`src/common/scs_pkg.sv`:
```
// Package with register map, field positions and timing constants of the serial port.
package scs_pkg;
	localparam int ADDR_W = 2;
	localparam logic [1:0] CTRL_IDX = 2'h0;
	localparam logic [1:0] STAT_IDX = 2'h1;
	localparam logic [1:0] DATA_IDX = 2'h2;
	localparam logic [1:0] AUX_IDX  = 2'h3;

	// Control register fields.
	localparam int CTRL_IRQ_EN = 7;
	localparam int CTRL_EN     = 6;
	localparam int CTRL_LSBF   = 5;
	localparam int CTRL_MASTER_SELECT_BIT   = 4;
	localparam int CTRL_CLOCK_POLARITY_BIT   = 3;
	localparam int CTRL_CLOCK_PHASE_BIT   = 2;
	localparam int CTRL_RATE_H = 1;
	localparam int CTRL_RATE_L = 0;
	localparam logic [7:0] CTRL_RST = 8'h00;

	// Status register fields.
	localparam int STAT_DONE = 7;
	localparam int STAT_WRITE_COLLISION_FLAG = 6;

	// Auxiliary register fields.
	localparam int AUX_SS_OUT = 0;
	localparam int AUX_DBL    = 1;
	localparam logic [1:0] AUX_RST = 2'h0;

	// Half periods of the master serial clock, in core clock cycles minus one.
	localparam logic [6:0] HALF_DIV2   = 7'h00;
	localparam logic [6:0] HALF_DIV4   = 7'h01;
	localparam logic [6:0] HALF_DIV8   = 7'h03;
	localparam logic [6:0] HALF_DIV16  = 7'h07;
	localparam logic [6:0] HALF_DIV32  = 7'h0f;
	localparam logic [6:0] HALF_DIV64  = 7'h1f;
	localparam logic [6:0] HALF_DIV128 = 7'h3f;

	localparam logic [3:0] LAST_EDGE = 4'hf;
	localparam logic [3:0] EDGE_ZERO = 4'h0;
	localparam logic [3:0] EDGE_ONE  = 4'h1;

	// Synchroniser lanes and their reset levels.
	localparam int SYNC_W    = 4;
	localparam int LANE_SCK  = 0;
	localparam int LANE_MOSI = 1;
	localparam int LANE_MISO = 2;
	localparam int LANE_SS_N = 3;
	localparam logic [3:0] SYNC_RST = 4'h8;

	typedef enum logic {
		SCS_IDLE = 1'b0,
		SCS_XFER = 1'b1
	} scs_state_t;
endpackage

```
`src/common/scs_sync_if.sv`:
```
// Interface that carries raw pin levels to the synchroniser and clean levels back.
`timescale 1ns/1ps
`default_nettype none
interface scs_sync_if;
	logic [scs_pkg::SYNC_W-1:0] raw;
	logic [scs_pkg::SYNC_W-1:0] clean;
	modport src  (output raw, input clean);
	modport sync (input raw, output clean);
endinterface
`default_nettype wire

```
`src/hdl/scs_core.sv`:
```
// Byte-wide serial port, master or slave, with collision detection and a register port.
`timescale 1ns/1ps
`default_nettype none
module scs_core (
	input  wire logic                        clk,
	input  wire logic                        rst,
	input  wire logic [scs_pkg::ADDR_W-1:0]  addr,
	input  wire logic [7:0]                  wdata,
	input  wire logic                        wr,
	input  wire logic                        rd,
	output logic      [7:0]                  rdata,
	output logic                             xfer_irq,
	input  wire logic                        sck_in,
	output logic                             sck_out,
	output logic                             sck_oe,
	input  wire logic                        mosi_in,
	output logic                             mosi_out,
	output logic                             mosi_oe,
	input  wire logic                        miso_in,
	output logic                             miso_out,
	output logic                             miso_oe,
	input  wire logic                        ss_n_in
);
	import scs_pkg::*;

	scs_sync_if sync_bus ();

	scs_pin_sync u_sync (
		.clk  (clk),
		.rst  (rst),
		.pins (sync_bus)
	);

	assign sync_bus.raw = {ss_n_in, miso_in, mosi_in, sck_in};

	function automatic logic [6:0] half_period(input logic [1:0] rate, input logic dbl);
		logic [6:0] h;
		h = HALF_DIV4;
		case (rate)
			2'h0: h = dbl ? HALF_DIV2 : HALF_DIV4;
			2'h1: h = dbl ? HALF_DIV8 : HALF_DIV16;
			2'h2: h = dbl ? HALF_DIV32 : HALF_DIV64;
			2'h3: h = dbl ? HALF_DIV64 : HALF_DIV128;
			default: h = HALF_DIV4;
		endcase
		return h;
	endfunction

	function automatic logic [7:0] shift_in(input logic [7:0] sr, input logic b,
						input logic lsbf);
		return lsbf ? {b, sr[7:1]} : {sr[6:0], b};
	endfunction

	logic [7:0]  ctrl_r;
	logic [7:0]  ctrl_nxt;
	logic [1:0]  aux_r;
	logic [1:0]  aux_nxt;
	logic        done_r;
	logic        done_nxt;
	logic        write_collision_flag_r;
	logic        write_collision_flag_nxt;
	logic        arm_r;
	logic        arm_nxt;
	logic [7:0]  sr_r;
	logic [7:0]  sr_nxt;
	logic [7:0]  rxbuf_r;
	logic [7:0]  rxbuf_nxt;
	logic        samp_r;
	logic        samp_nxt;
	scs_state_t  st_r;
	scs_state_t  st_nxt;
	logic [3:0]  edge_r;
	logic [3:0]  edge_nxt;
	logic [6:0]  hcnt_r;
	logic [6:0]  hcnt_nxt;
	logic        sck_r;
	logic        sck_nxt;
	logic        sck_prev_r;
	logic [7:0]  rdata_r;
	logic [7:0]  rdata_nxt;

	logic        en;
	logic        mst;
	logic        clock_polarity_bit;
	logic        clock_phase_bit;
	logic        lsbf;
	logic        sel;
	logic        sck_clean;
	logic        wr_data;
	logic        rd_data;
	logic        rd_stat;
	logic        busy;
	logic        mode_fault;
	logic        ev;
	logic        in_bit;
	logic        sample;
	logic [6:0]  cur_half;
	logic [7:0]  rx_byte;
	logic        out_bit;

	assign en        = ctrl_r[CTRL_EN];
	assign mst       = ctrl_r[CTRL_MASTER_SELECT_BIT];
	assign clock_polarity_bit      = ctrl_r[CTRL_CLOCK_POLARITY_BIT];
	assign clock_phase_bit      = ctrl_r[CTRL_CLOCK_PHASE_BIT];
	assign lsbf      = ctrl_r[CTRL_LSBF];
	assign sel       = ~sync_bus.clean[LANE_SS_N];
	assign sck_clean = sync_bus.clean[LANE_SCK];
	assign wr_data   = wr && (addr == DATA_IDX);
	assign rd_data   = rd && (addr == DATA_IDX);
	assign rd_stat   = rd && (addr == STAT_IDX);
	assign busy      = (st_r == SCS_XFER);
	// A master with its select pin as input loses the bus when that pin goes low.
	assign mode_fault = en && mst && !aux_r[AUX_SS_OUT] && sel;
	// The rate field only shapes the master clock; a slave never reads it.
	assign cur_half  = half_period(ctrl_r[CTRL_RATE_H:CTRL_RATE_L], aux_r[AUX_DBL]);
	assign out_bit   = lsbf ? sr_r[0] : sr_r[7];
	// Phase zero samples on leading edges, phase one on trailing ones.
	assign sample    = (edge_r[0] == clock_phase_bit);

	always_comb begin
		ev     = 1'b0;
		in_bit = 1'b0;
		if (mst) begin
			in_bit = sync_bus.clean[LANE_MISO];
			ev     = busy && (hcnt_r == HALF_DIV2);
		end else begin
			in_bit = sync_bus.clean[LANE_MOSI];
			ev     = en && sel && (sck_clean != sck_prev_r);
		end
	end

	assign rx_byte = shift_in(sr_r, sample ? in_bit : samp_r, lsbf);

	always_comb begin
		ctrl_nxt  = ctrl_r;
		aux_nxt   = aux_r;
		done_nxt  = done_r;
		write_collision_flag_nxt  = write_collision_flag_r;
		arm_nxt   = arm_r;
		sr_nxt    = sr_r;
		rxbuf_nxt = rxbuf_r;
		samp_nxt  = samp_r;
		st_nxt    = st_r;
		edge_nxt  = edge_r;
		hcnt_nxt  = hcnt_r;
		sck_nxt   = sck_r;

		if (wr && (addr == CTRL_IDX)) begin
			ctrl_nxt = wdata;
		end
		if (wr && (addr == AUX_IDX)) begin
			aux_nxt = wdata[1:0];
		end

		// A status read arms the clear; the next data access then clears both flags.
		if (rd_stat) begin
			arm_nxt = 1'b1;
		end
		if ((rd_data || wr_data) && arm_r) begin
			done_nxt = 1'b0;
			write_collision_flag_nxt = 1'b0;
			arm_nxt  = 1'b0;
		end

		// Master clock: count a half period, then toggle.
		if (mst && busy) begin
			if (hcnt_r == HALF_DIV2) begin
				hcnt_nxt = cur_half;
				sck_nxt  = ~sck_r;
			end else begin
				hcnt_nxt = hcnt_r - 7'h01;
			end
		end

		if (!mst && !busy && ev) begin
			st_nxt = SCS_XFER;
		end

		if (ev) begin
			if (edge_r == LAST_EDGE) begin
				sr_nxt    = rx_byte;
				rxbuf_nxt = rx_byte;
				done_nxt  = 1'b1;
				st_nxt    = SCS_IDLE;
				edge_nxt  = EDGE_ZERO;
			end else begin
				edge_nxt = edge_r + EDGE_ONE;
				if (sample) begin
					samp_nxt = in_bit;
				end else if (edge_r != EDGE_ZERO) begin
					sr_nxt = shift_in(sr_r, samp_r, lsbf);
				end
			end
		end

		// Single buffer: a data write while idle goes straight into the shift register.
		if (wr_data) begin
			if (busy) begin
				write_collision_flag_nxt = 1'b1;
			end else begin
				sr_nxt = wdata;
				if (en && mst) begin
					st_nxt   = SCS_XFER;
					edge_nxt = EDGE_ZERO;
					hcnt_nxt = clock_phase_bit ? HALF_DIV2 : cur_half;
				end
			end
		end

		// Select released mid-byte: the slave goes idle and clears its edge count at once.
		if (!mst && busy && !sel) begin
			st_nxt   = SCS_IDLE;
			edge_nxt = EDGE_ZERO;
		end
		if (mode_fault) begin
			ctrl_nxt[CTRL_MASTER_SELECT_BIT] = 1'b0;
			st_nxt              = SCS_IDLE;
			edge_nxt            = EDGE_ZERO;
		end
		if (!en) begin
			st_nxt   = SCS_IDLE;
			edge_nxt = EDGE_ZERO;
		end
		if (st_nxt == SCS_IDLE) begin
			sck_nxt = ctrl_nxt[CTRL_CLOCK_POLARITY_BIT];
		end
	end

	always_comb begin
		rdata_nxt = 8'h00;
		if (rd) begin
			case (addr)
				CTRL_IDX: rdata_nxt = ctrl_r;
				STAT_IDX: rdata_nxt = {done_r, write_collision_flag_r, 6'h00};
				DATA_IDX: rdata_nxt = rxbuf_r;
				AUX_IDX:  rdata_nxt = {6'h00, aux_r};
				default:  rdata_nxt = 8'h00;
			endcase
		end
	end

	always_ff @(posedge clk or posedge rst) begin
		if (rst) begin
			ctrl_r     <= CTRL_RST;
			aux_r      <= AUX_RST;
			done_r     <= 1'b0;
			write_collision_flag_r     <= 1'b0;
			arm_r      <= 1'b0;
			sr_r       <= 8'h00;
			rxbuf_r    <= 8'h00;
			samp_r     <= 1'b0;
			st_r       <= SCS_IDLE;
			edge_r     <= EDGE_ZERO;
			hcnt_r     <= HALF_DIV2;
			sck_r      <= 1'b0;
			sck_prev_r <= 1'b0;
			rdata_r    <= 8'h00;
		end else begin
			ctrl_r     <= ctrl_nxt;
			aux_r      <= aux_nxt;
			done_r     <= done_nxt;
			write_collision_flag_r     <= write_collision_flag_nxt;
			arm_r      <= arm_nxt;
			sr_r       <= sr_nxt;
			rxbuf_r    <= rxbuf_nxt;
			samp_r     <= samp_nxt;
			st_r       <= st_nxt;
			edge_r     <= edge_nxt;
			hcnt_r     <= hcnt_nxt;
			sck_r      <= sck_nxt;
			sck_prev_r <= sck_clean;
			rdata_r    <= rdata_nxt;
		end
	end

	assign rdata    = rdata_r;
	assign xfer_irq = done_r && ctrl_r[CTRL_IRQ_EN];
	assign sck_out  = sck_r;
	assign sck_oe   = en && mst;
	assign mosi_out = out_bit;
	assign mosi_oe  = en && mst;
	// The slave answers only while selected, so other slaves can share the line.
	assign miso_out = out_bit;
	assign miso_oe  = en && !mst && sel;

	chk_write_collision_flag_set: assert property (@(posedge clk) disable iff (rst)
		(wr_data && busy) |=> write_collision_flag_r)
		else $error("collision flag not set by write during transfer");

	chk_sr_keep: assert property (@(posedge clk) disable iff (rst)
		(wr_data && busy && !ev && en) |=> (sr_r == $past(sr_r)))
		else $error("colliding write altered the shift register");

	chk_load_direct: assert property (@(posedge clk) disable iff (rst)
		(wr_data && !busy) |=> (sr_r == $past(wdata)))
		else $error("idle data write did not load the shift register");

	chk_off_quiet: assert property (@(posedge clk) disable iff (rst)
		!en |-> (!sck_oe && !mosi_oe && !miso_oe) ##1 !busy)
		else $error("disabled port still active");

	chk_fast_clock: assert property (@(posedge clk) disable iff (rst)
		(mst && busy && en && cur_half == HALF_DIV2 && hcnt_r == HALF_DIV2 && !mode_fault)
		|=> (sck_r != $past(sck_r)))
		else $error("master clock missed a half period");

	chk_byte_done: assert property (@(posedge clk) disable iff (rst)
		(ev && edge_r == LAST_EDGE) |=> (done_r && rxbuf_r == $past(rx_byte) && !busy))
		else $error("completed byte not flagged or not buffered");

	chk_ss_abort: assert property (@(posedge clk) disable iff (rst)
		(!mst && busy && !sel) |=> !busy)
		else $error("slave kept running after select release");

	chk_flag_clear: assert property (@(posedge clk) disable iff (rst)
		(arm_r && rd_data && !(ev && edge_r == LAST_EDGE)) |=> (!done_r && !write_collision_flag_r))
		else $error("flag clear sequence failed");

	chk_mode_fault: assert property (@(posedge clk) disable iff (rst)
		mode_fault |=> (!ctrl_r[CTRL_MASTER_SELECT_BIT] && !busy && !sck_oe))
		else $error("master did not yield on select low");
endmodule
`default_nettype wire

```
`src/hdl/scs_pin_sync.sv`:
```
// Three-stage input synchroniser that accepts a change once stages two and three agree.
`timescale 1ns/1ps
`default_nettype none
module scs_pin_sync (
	input  wire logic clk,
	input  wire logic rst,
	scs_sync_if.sync  pins
);
	import scs_pkg::*;

	logic [SYNC_W-1:0] s1_r;
	logic [SYNC_W-1:0] s2_r;
	logic [SYNC_W-1:0] s3_r;
	logic [SYNC_W-1:0] clean_r;
	logic [SYNC_W-1:0] clean_nxt;

	always_comb begin
		clean_nxt = clean_r;
		for (int i = 0; i < SYNC_W; i++) begin
			if (s2_r[i] == s3_r[i]) begin
				clean_nxt[i] = s3_r[i];
			end
		end
	end

	always_ff @(posedge clk or posedge rst) begin
		if (rst) begin
			s1_r    <= SYNC_RST;
			s2_r    <= SYNC_RST;
			s3_r    <= SYNC_RST;
			clean_r <= SYNC_RST;
		end else begin
			s1_r    <= pins.raw;
			s2_r    <= s1_r;
			s3_r    <= s2_r;
			clean_r <= clean_nxt;
		end
	end

	assign pins.clean = clean_r;
endmodule
`default_nettype wire

```
`config.mk`:
```
export PLATFORM = sky130hd
export DESIGN_NAME = scs_core
export DESIGN_NICKNAME = d
export VERILOG_FILES = /design/src/common/scs_pkg.sv /design/src/common/scs_sync_if.sv /design/src/hdl/scs_core.sv /design/src/hdl/scs_pin_sync.sv
export SDC_FILE = /design/constraint.sdc
export NUM_CORES = 1
export LEC_CHECK = 0
export BUFFER_PORTS_ARGS = -buffer_cell sky130_fd_sc_hd__buf_2
export CORE_MARGIN = 1.5
export CORE_UTILIZATION = 59
export CTS_BUF_LIST = sky130_fd_sc_hd__clkbuf_16
export DETAILED_ROUTE_END_ITERATION = 10
export PLACE_DENSITY = 0.85
export SYNTH_ARGS = -nofsm -noshare
export SYNTH_HDL_FRONTEND = slang
export SYNTH_SLANG_ARGS = --single-unit
```
`constraint.sdc`:
```
create_clock -name clk -period 2.6 [get_ports clk]
set_input_delay 0.26 -clock clk [delete_from_list [all_inputs] [get_ports clk]]
set_output_delay 0.26 -clock clk [all_outputs]
set_load 0.01 [all_outputs]
```
Yosys cells after proc, flatten, opt, wreduce, memory -nomap -nowiden
Cells that the tools add are included.
Storage, ports and cells
  bits in registers: 68
  output and inout bits: 15
  word-level logic and storage cells: 131
Operators by class
  add/sub/neg operators: 2
  equal/unequal tests: 15
  multiplexer cells: 55
  bitwise operators: 3
  reductions and logical operators: 33
Operators by type and width (count)
  8-bit 2-to-1 mux: 9
  7-bit 2-to-1 mux: 6
  4-bit 2-to-1 mux: 8
  8-bit case mux with 4 select lines: 1
  7-bit case mux with 4 select lines: 1
  1-bit 2-to-1 mux: 26
  1-bit logical AND: 20
  5-bit 2-to-1 mux: 2
  2-bit equality test (second input constant): 4
  7-bit logical NOT: 1
  7-bit by 1-bit subtractor with 7-bit output (second input constant): 1
  6-bit 2-to-1 mux: 1
  2-bit AND reduction: 3
  1-bit equality test: 5
  4-bit by 1-bit adder with 4-bit output (second input constant): 1
  2-bit by 1-bit equality test with 1-bit output (second input constant): 2
  4-bit equality test (second input constant): 1
  2-bit logical NOT: 2
  2-bit by 1-bit != test with 1-bit output (second input constant): 2
  2-bit nonzero test: 2
  4-bit nonzero test: 1
  1-bit logical NOT: 3
  3-bit 2-to-1 mux: 1
  1-bit inverter: 3
  2 further kinds: 2

Depth between registers and ports, before layout
Gate-level depths: netlist of run 1.
  word-level depth: 16
  depth in mapped cells: 8
  gate-level depth less buffers: 6

Cells and area by module
From an unflattened synthesis of run 1, not the netlist that was laid out.
Unflattened totals
  cells, all modules: 310
  area, all modules: 3328.2 sq um
By module, submodules not included
  scs_core: instances 1, cells an instance 289, area an instance 2874.0 sq um
  scs_pin_sync: instances 1, cells an instance 21, area an instance 454.2 sq um

Worst setup path after synthesis of run 1
Ideal clock, no wire load.
  path type: register -> register
  start point: reg edge_r[0]
  end point: reg sr_r[4]
  setup time: 92 ps
  arrival: 1770 ps
  required time: 2508 ps
  setup slack: 738 ps
  stages on the path, launching flop included: 9
  period minus slack after synthesis: 1862 ps
  cell sequence: dfrtp_1 clkbuf_2 inv_1 ha_1 or3b_4 a21o_1 buf_2 and3_1 o31ai_2
Between the ends
  longest elaborated chain between the ends: 7
  elaborated cells between the ends (all ways): 9
  those cells by class: eq/ne (2); mux (6); reduce/logical (1)
RTL lines
  start, declared: line scs_core.sv:72  | logic [3:0] edge_r;
  start signal, assigned: line scs_core.sv:268  | edge_r <= edge_nxt;
  4-bit nonzero test: line scs_core.sv:190  | end else if (edge_r != EDGE_ZERO) begin
  8-bit 2-to-1 mux: line scs_core.sv:190
  8-bit 2-to-1 mux: line scs_core.sv:188  | if (sample) begin
  8-bit 2-to-1 mux (*): line scs_core.sv:180  | if (edge_r == LAST_EDGE) begin
  8-bit 2-to-1 mux (*): line scs_core.sv:179  | if (ev) begin
  8-bit 2-to-1 mux: line scs_core.sv:198  | if (busy) begin
  8-bit 2-to-1 mux (*): line scs_core.sv:197  | if (wr_data) begin
  named net sr_nxt[4]: line scs_core.sv:65  | logic [7:0] sr_nxt;
  end signal, assigned: line scs_core.sv:264  | sr_r <= sr_nxt;
  end, declared: line scs_core.sv:64  | logic [7:0] sr_r;
Mark *: on every way through the listed nets, which the timed path passes. The rest lies on a longest branch.
A chain may end at the register's enable or synchronous reset.

Worst setup path after layout of run 1
  start point: reg edge_r[0]
  end point: reg sr_r[1]
Same word-level chain as after synthesis.

==> results of run 1 <==
==> sequential cells by signal, summed over array words and instances (netlist names) <==
signal,flops
ctrl_r,8
rdata,8
rxbuf_r,8
sr_r,8
hcnt_r,7
edge_r,4
u_sync.pins.clean,4
u_sync.s1_r,4
u_sync.s2_r,4
u_sync.s3_r,4
aux_r,2
arm_r,1
busy,1
done_r,1
samp_r,1
sck_out,1
sck_prev_r,1
write_collision_flag_r,1
==> worst max path at each step <==
stage | start | endpoint
2_1_floorplan | rst | arm_r
3_3_place_gp | hcnt_r[0] | samp_r
3_5_place_dp | edge_r[0] | sr_r[1]
4_1_cts | edge_r[0] | sr_r[1]
5_1_grt | edge_r[0] | sr_r[3]
6_report | edge_r[0] | sr_r[1]
==> through the flow <==
stage | power (mW) | hold WS [ns] | std cells
2_1_floorplan | 1.99 | 0.264 | 319
3_3_place_gp | 2.18 | 0.313 | 411
3_5_place_dp | 2.20 | 0.318 | 411
4_1_cts | 3.53 | 0.0175 | 428
5_1_grt | 3.69 | 0.0184 | 428
6_report | 3.53 | 0.0212 | 428
==> synth_stat cells (5+ instances only) <==
library cell,instances
a21oi_1,34
and3_1,7
buf_2,5
clkbuf_1,5
dfrtp_1,64
inv_1,9
mux2_2,12
mux2i_1,15
nand2_1,22
nand3_1,6
nor2_1,17
nor2b_1,6
o21ai_0,11
o31ai_2,6
==> where the power goes <==
| part | total (mW) | internal [mW] | switching [mW] |
|---|---|---|---|
| sequential | 1.44 | 1.22 | 0.223 |
| clock | 1.31 | 0.835 | 0.476 |
| combinational | 0.779 | 0.351 | 0.428 |
| total | 3.53 | 2.41 | 1.13 |
==> routing by layer <==
layer	wire [um]	GRT usage (%)	up-vias
li1	-	-	1244
met1	3420	39.6	1345
met2	3930	43.6	138
met3	627	6.59	26
met4	225	13.6	0
met5	0	0	-
==> layout make-up <==
class,count,area (um2)
flip-flops and latches,68,1710
repair buffers,38,220
multi-input cells,225,1670
inverters,9,33.8
clock buffers,9,225
well taps,72,90.1
fillers,394,1570
clock inverters,7,92.6
==> logic make-up (layout without fill, tap and decap cells) <==
| group | Yosys count | count (layout) | synth area share, % |
|---|---|---|---|
| xor gates and xnor gates | 5 | 5 | 1.46 |
| and+or+nand+nor | 91 | 91 | 15.9 |
| AOI/OAI and AO/OA | 90 | 90 | 18.1 |
| muxes | 31 | 31 | 9.53 |
| adders and majority gates | 8 | 8 | 2.57 |
| DFF | 68 | 68 | 48.7 |
| buffers and inverters | 26 | 63 | 3.85 |
==> out/qor.yml, run 1 <==
status: "finished clean"
via_per_inst: 6.43
place_area_mm2: 0.00371
whs_path_depth: 1
syn_nets: 341
area_delta_synth_final_pct: 15.0
cap_violations: 0
synthFlopType: "dfrtp_1"
dp_worst_setup_slack_ns: 0.625
num_antenna_cells: 0
detail_route.first_pass.iterations: 5
fmax_mhz: 493
dieArea_mm2: 0.00642
final_area_mm2: 0.00403
period_needed_ns: 2.03
drtIter0Drc: 325
path_clk_slew_ns: 0.06
synth_area_leaders: "dfrtp_1 46%, a21oi_1 4.9%, mux2i_1 4.3%"
clock_latency_ns: 0.34
drc: 0
setup-tns-final_ns: 0
ir_worst_vdd_mv: 0.494
p_per_area_mw_per_mm2: 876
grt_overflow: 0
drive_gt1_share_pct: 25.3
cp-end-kind: "register"
cp_cell_sequence: "ha_1, and3_1, a21o_1, a21oi_1, o31ai_2"
crit_path_start_kind: "register"
path_buf_inv: 0
path_depth: 5
cts_num_sinks: 68
synthArstFlopShare_pct: 100
syn_area_mm2: 0.00351
worstMarginPinSlew_ns: 0.665
setup_viol: 0
skew_ns: 0.00539
root_buffer: "clkbuf_16"
finalCritPeriodShare_pct: 78.0
start_util_pct: 62.5
antenna_found_initial: 0
io_buffers: 32
hold_violations: 0
vias: 2753
rr_worst_depth: 5
path_delay_family: "compound AO/OA/AOI/OAI gates"
num_io_pins: 33
cts_tree: "yes"
rsz0062_at_grt: "false"
avgSynthCellArea_um2: 11.0
r2r_end: "sr_r[1]"
cts.path.max_buffers: 2
r2r_start: "edge_r[0]"
required_ns: 2.84
fin_nets: 373
critPathMaxStageDelay_ns: 0.50
grt_usage_pct: 28.9
final_common_cell: "dfrtp_1"
critPathSlowestCell: "dfrtp_1"
grt_max_degree: 46
synth_top_area_share_pct: 45.7
ys_warn_count: 0
core_mm2: 0.00561
rows: 27
p_leak_nw: 1.84
hpwl_mm: 5.40
finalWorstSetupSlack_ns: 0.573
relSlewSlack_pct: 55.5
path_max_fanout: 13
post_cts_buffers: 0
dieWidth_um: 80.1
layout_common_cells: "64 x dfrtp_1, 34 x a21oi_1, 32 x buf_2, 22 x nand2_1, 17 x nor2_1"
final_util_pct: 71.9
synth_cell_type_count: 70
fp.dieH_um: 80.1
arrival_ns: 2.27
cts.htree.levels: 3
hold_start: "ss_n_in"
synth_area_leader_cell: "dfrtp_1"
cts_buffers: 9
hold_end: "u_sync.s1_r[3]"
ant_nets: 0
cts-resized-gates: 0
syn_inst: 319
path_class: "register to register"
rrSetupSlack_ns: 0.57
wire_per_inst_um: 19.2
grt_pass1_wl_mm: 13.7
holdBufCountCts: 1
hold_class: "input port to register"
ys_seq_area_share_pct: 48.7
wl_mm: 8.21
synth-seq-cells: 68
place.gp.congestion: 0.932
drv_slew: 0
grt_pass1_vias: 2692
synth_edf_count: 0
Note: power is estimated with default switching activity, not from simulation.
==> run 2, diff against run 1 <==
Settings changed: ABC_AREA set to 1, CORE_UTILIZATION 59 to 53, PLACE_DENSITY 0.85 to 0.82.
Clock period 2.6 ns to 1.6 ns, I/O delays scaled along.
==> out/qor.yml, run 2 <==
critPathSlowestCell: "dfrtp_1"
cts_tree: "yes"
switching_share_pct: 32.8  # +0.93 points
ir_worst_vdd_mv: 0.717  # +45%
wl_mm: 8.79  # +7.1%
skew_ns: 0.00521  # -0.000177 ns
synthFlopType: "dfrtp_1"
avgSynthCellArea_um2: 8.46  # -23%
status: "finished clean"
required_ns: 1.82  # -1.02 ns
clock_power_share_pct: 33.8  # -3.3 points
grt_pass1_wl_mm: 13.4  # -2.2%
synth_area_leaders: "dfrtp_1 49%, nand2_1 12%, inv_1 6.8%"
hold_end: "ctrl_r[5]"
finalPower_mw: 5.73  # +62%
core_mm2: 0.00596  # +6.2%
synthMuxAreaShare_pct: 0  # -9.5 points
p_leak_nw: 2.19  # +19%
synth_area_leader_cell: "dfrtp_1"
drtIter0Drc: 207  # -36%
start_util_pct: 55.2  # -7.3 points
grt_max_degree: 27  # -41%
place.gp.congestion: 0.956  # +2.6%
num_antenna_cells: 0  # unchanged
detail_route.first_pass.iterations: 5  # unchanged
whs_path_depth: 3  # +2
area_delta_synth_final_pct: 29.0
cp_cell_sequence: "inv_2, ha_4, inv_2, nor2_4, nand4_4, nand2_8, buf_4, nand2_1, xor2_1, nor2_1"
cts_buffers: 9  # unchanged
root_buffer: "clkbuf_16"
synthArstFlopShare_pct: 100  # unchanged
layout_common_cells: "99 x nand2_1, 63 x dfrtp_1, 55 x inv_1, 32 x buf_2, 29 x o21ai_0"
synth-seq-cells: 68  # unchanged
clock_latency_ns: 0.33  # about the same
syn_area_mm2: 0.00329  # -6.2%
rrSetupSlack_ns: 0.02  # -0.56 ns
ant_nets: 0  # unchanged
hold_class: "input port to register"
hold_violations: 0  # unchanged
drc: 0  # unchanged
synth_most_common_cell: "nand2_1"
antenna_found_initial: 0  # unchanged
r2r_start: "hcnt_r[1]"
fin_nets: 484  # +30%
final_area_mm2: 0.00424  # +5.2%
synth_top_area_share_pct: 48.7  # +3.0 points
cp-end-kind: "register"
synth_top_family_by_area: "simple AND/OR/NAND/NOR gates"
switching_power_mw: 1.88  # +67%
path_clk_slew_ns: 0.06  # about the same
grt_overflow: 0  # unchanged
via_per_inst: 5.49  # -15%
io_buffers: 32  # unchanged
p_int_mw: 3.85  # +60%
path_buf_inv: 3  # +3
wire_per_inst_um: 16.2  # -15%
path_delay_family: "simple AND/OR/NAND/NOR gates"
synth_edf_count: 0  # unchanged
grt_pass1_vias: 2858  # +6.2%
path_common_cell: "inv_2"
ys_seq_area_share_pct: 51.9  # +3.2 points
path_class: "register to register"
relSlewSlack_pct: 60.0  # +4.5 points
whs_ns: 0.0553  # +0.0341 ns
setup-tns-final_ns: 0  # unchanged
syn_nets: 411  # +21%
cts.htree.levels: 3  # unchanged
power_frac_comb_pct: 27.6  # +5.6 points
drv_slew: 0  # unchanged
place_area_mm2: 0.00372  # +0.47%
critPathMaxStageDelay_ns: 0.39  # -0.11 ns
period_needed_ns: 1.58  # -0.442 ns
yosys.area_share.xor_xnor_pct: 2.13  # +0.67 points
finalCritPeriodShare_pct: 99.0  # +21 points
synth_adder_area_share_pct: 2.74  # +0.17 points
cap_violations: 0  # unchanged
ys_warn_count: 0  # unchanged
worstMarginPinSlew_ns: 0.598  # -0.0668 ns
syn_inst: 389  # +22%
crit_path_start_kind: "register"
synth_compound_area_share_pct: 11.8  # -6.3 points
grt_usage_pct: 27.6  # -1.3 points
fp.dieH_um: 81.8  # +2.1%
synth_cell_type_count: 33  # -53%
dieWidth_um: 81.8  # +2.1%
power_frac_seq_pct: 38.6  # -2.2 points
rr_worst_depth: 10  # +5
hold_start: "wdata[5]"
num_io_pins: 33  # unchanged
hpwl_mm: 5.76  # +6.6%
drive_gt1_share_pct: 27.0  # +1.7 points
netlist_top_cells_count: "108 x nand2_1, 64 x dfrtp_1, 60 x inv_1, 30 x o21ai_0, 27 x nand3_1"
rsz0062_at_grt: "true"
setup_viol: 0  # unchanged
arrival_ns: 1.80  # -0.47 ns
p_per_area_mw_per_mm2: 1350  # +54%
cts.path.max_buffers: 2  # unchanged
yosys.area_share.simple_pct: 22.5  # +6.6 points
rows: 28  # +3.7%
cts_num_sinks: 68  # unchanged
path_max_fanout: 5  # -8
fmax_mhz: 631  # +28%
r2r_end: "edge_r[2]"
final_common_cell: "nand2_1"
dieArea_mm2: 0.00669  # +4.2%
vias: 2973  # +8.0%
-- run 2: cell types whose count changed after synthesis, moves of 7 or more --
cell,previous run,this run
a21oi_1,34,12
and3_1,7,0
inv_1,9,60
mux2_2,12,0
mux2i_1,15,0
nand2_1,22,108
nand3_1,6,27
o21ai_0,11,30
o21ai_2,0,7
-- run 2: logic make-up after synthesis --
family | after synthesis
simple gates | 170
buf+inv | 71
flops | 68
compound gates | 64
xor+xnor | 8
fa+ha+maj | 8
-- run 2: repair_timing --
item | in CTS | in global routing
setup buffers | 1 | 8
resized for setup | 3 | 31
hold endpoints to repair | 24 | 0
hold buffers | 5 | 0
setup endpoints to repair | 21 | 22
pin swaps | 0 | 7
-- run 2: worst reg2reg max path, stage by stage, from the launching register on --
cell and delay [ns]:
dfrtp_1 0.39, inv_2 0.08, ha_4 0.13, inv_2 0.04, nor2_4 0.12, nand4_4 0.15, nand2_8 0.16, buf_4 0.13
nand2_1 0.07, xor2_1 0.16, nor2_1 0.05
-- run 2: per-stage QoR --
stage | utilization (%) | worst slack (ns) | std cells
after floorplan | - | 0.0372 | 389
after global placement | 62.5 | 0.0155 | 512
after detailed placement | 62.5 | -0.0570 | 512
after CTS | 68.6 | 0.00129 | 534
after global routing | 71.3 | -0.0720 | 542
final | 71.3 | 0.0154 | 542
-- run 2: area by class of cell --
type,instances,area (um2)
inverters,63,248
repair buffers,70,515
clock inverters,7,68.8
well taps,75,93.8
flip-flops and latches,68,1710
multi-input cells,250,1390
clock buffers,9,225
fillers,423,1710
-- run 2: worst max path at each step --
stage,from,end,slack (ns),cells after the start
4_1_cts,hcnt_r[0],sck_out,0.001,12
3_5_place_dp,hcnt_r[0],hcnt_r[0],-0.06,9
3_3_place_gp,hcnt_r[0],hcnt_r[5],0.02,9
2_1_floorplan,hcnt_r[0],samp_r,0.04,10
6_report,hcnt_r[1],edge_r[2],0.02,10
5_1_grt,hcnt_r[1],sck_out,-0.07,9
-- run 2: power groups by stage --
stage / Sequential [mW] / Combinational [mW] / Clock [mW]
floorplan: 2.16 / 0.918 / 0
global placement: 2.20 / 1.30 / 0
detailed placement: 2.21 / 1.36 / 0
CTS: 2.19 / 1.41 / 1.94
global route: 2.23 / 1.75 / 2.03
finish: 2.21 / 1.58 / 1.94
-- run 2: per-layer routing --
layer  up-vias  global-route usage [%]  wire (um)
met4         0                    13.1        218
met5         -                       0          0
met1      1441                    34.1       3490
li1       1380                       -          -
met3        24                    5.22        555
met2       128                    46.6       4530
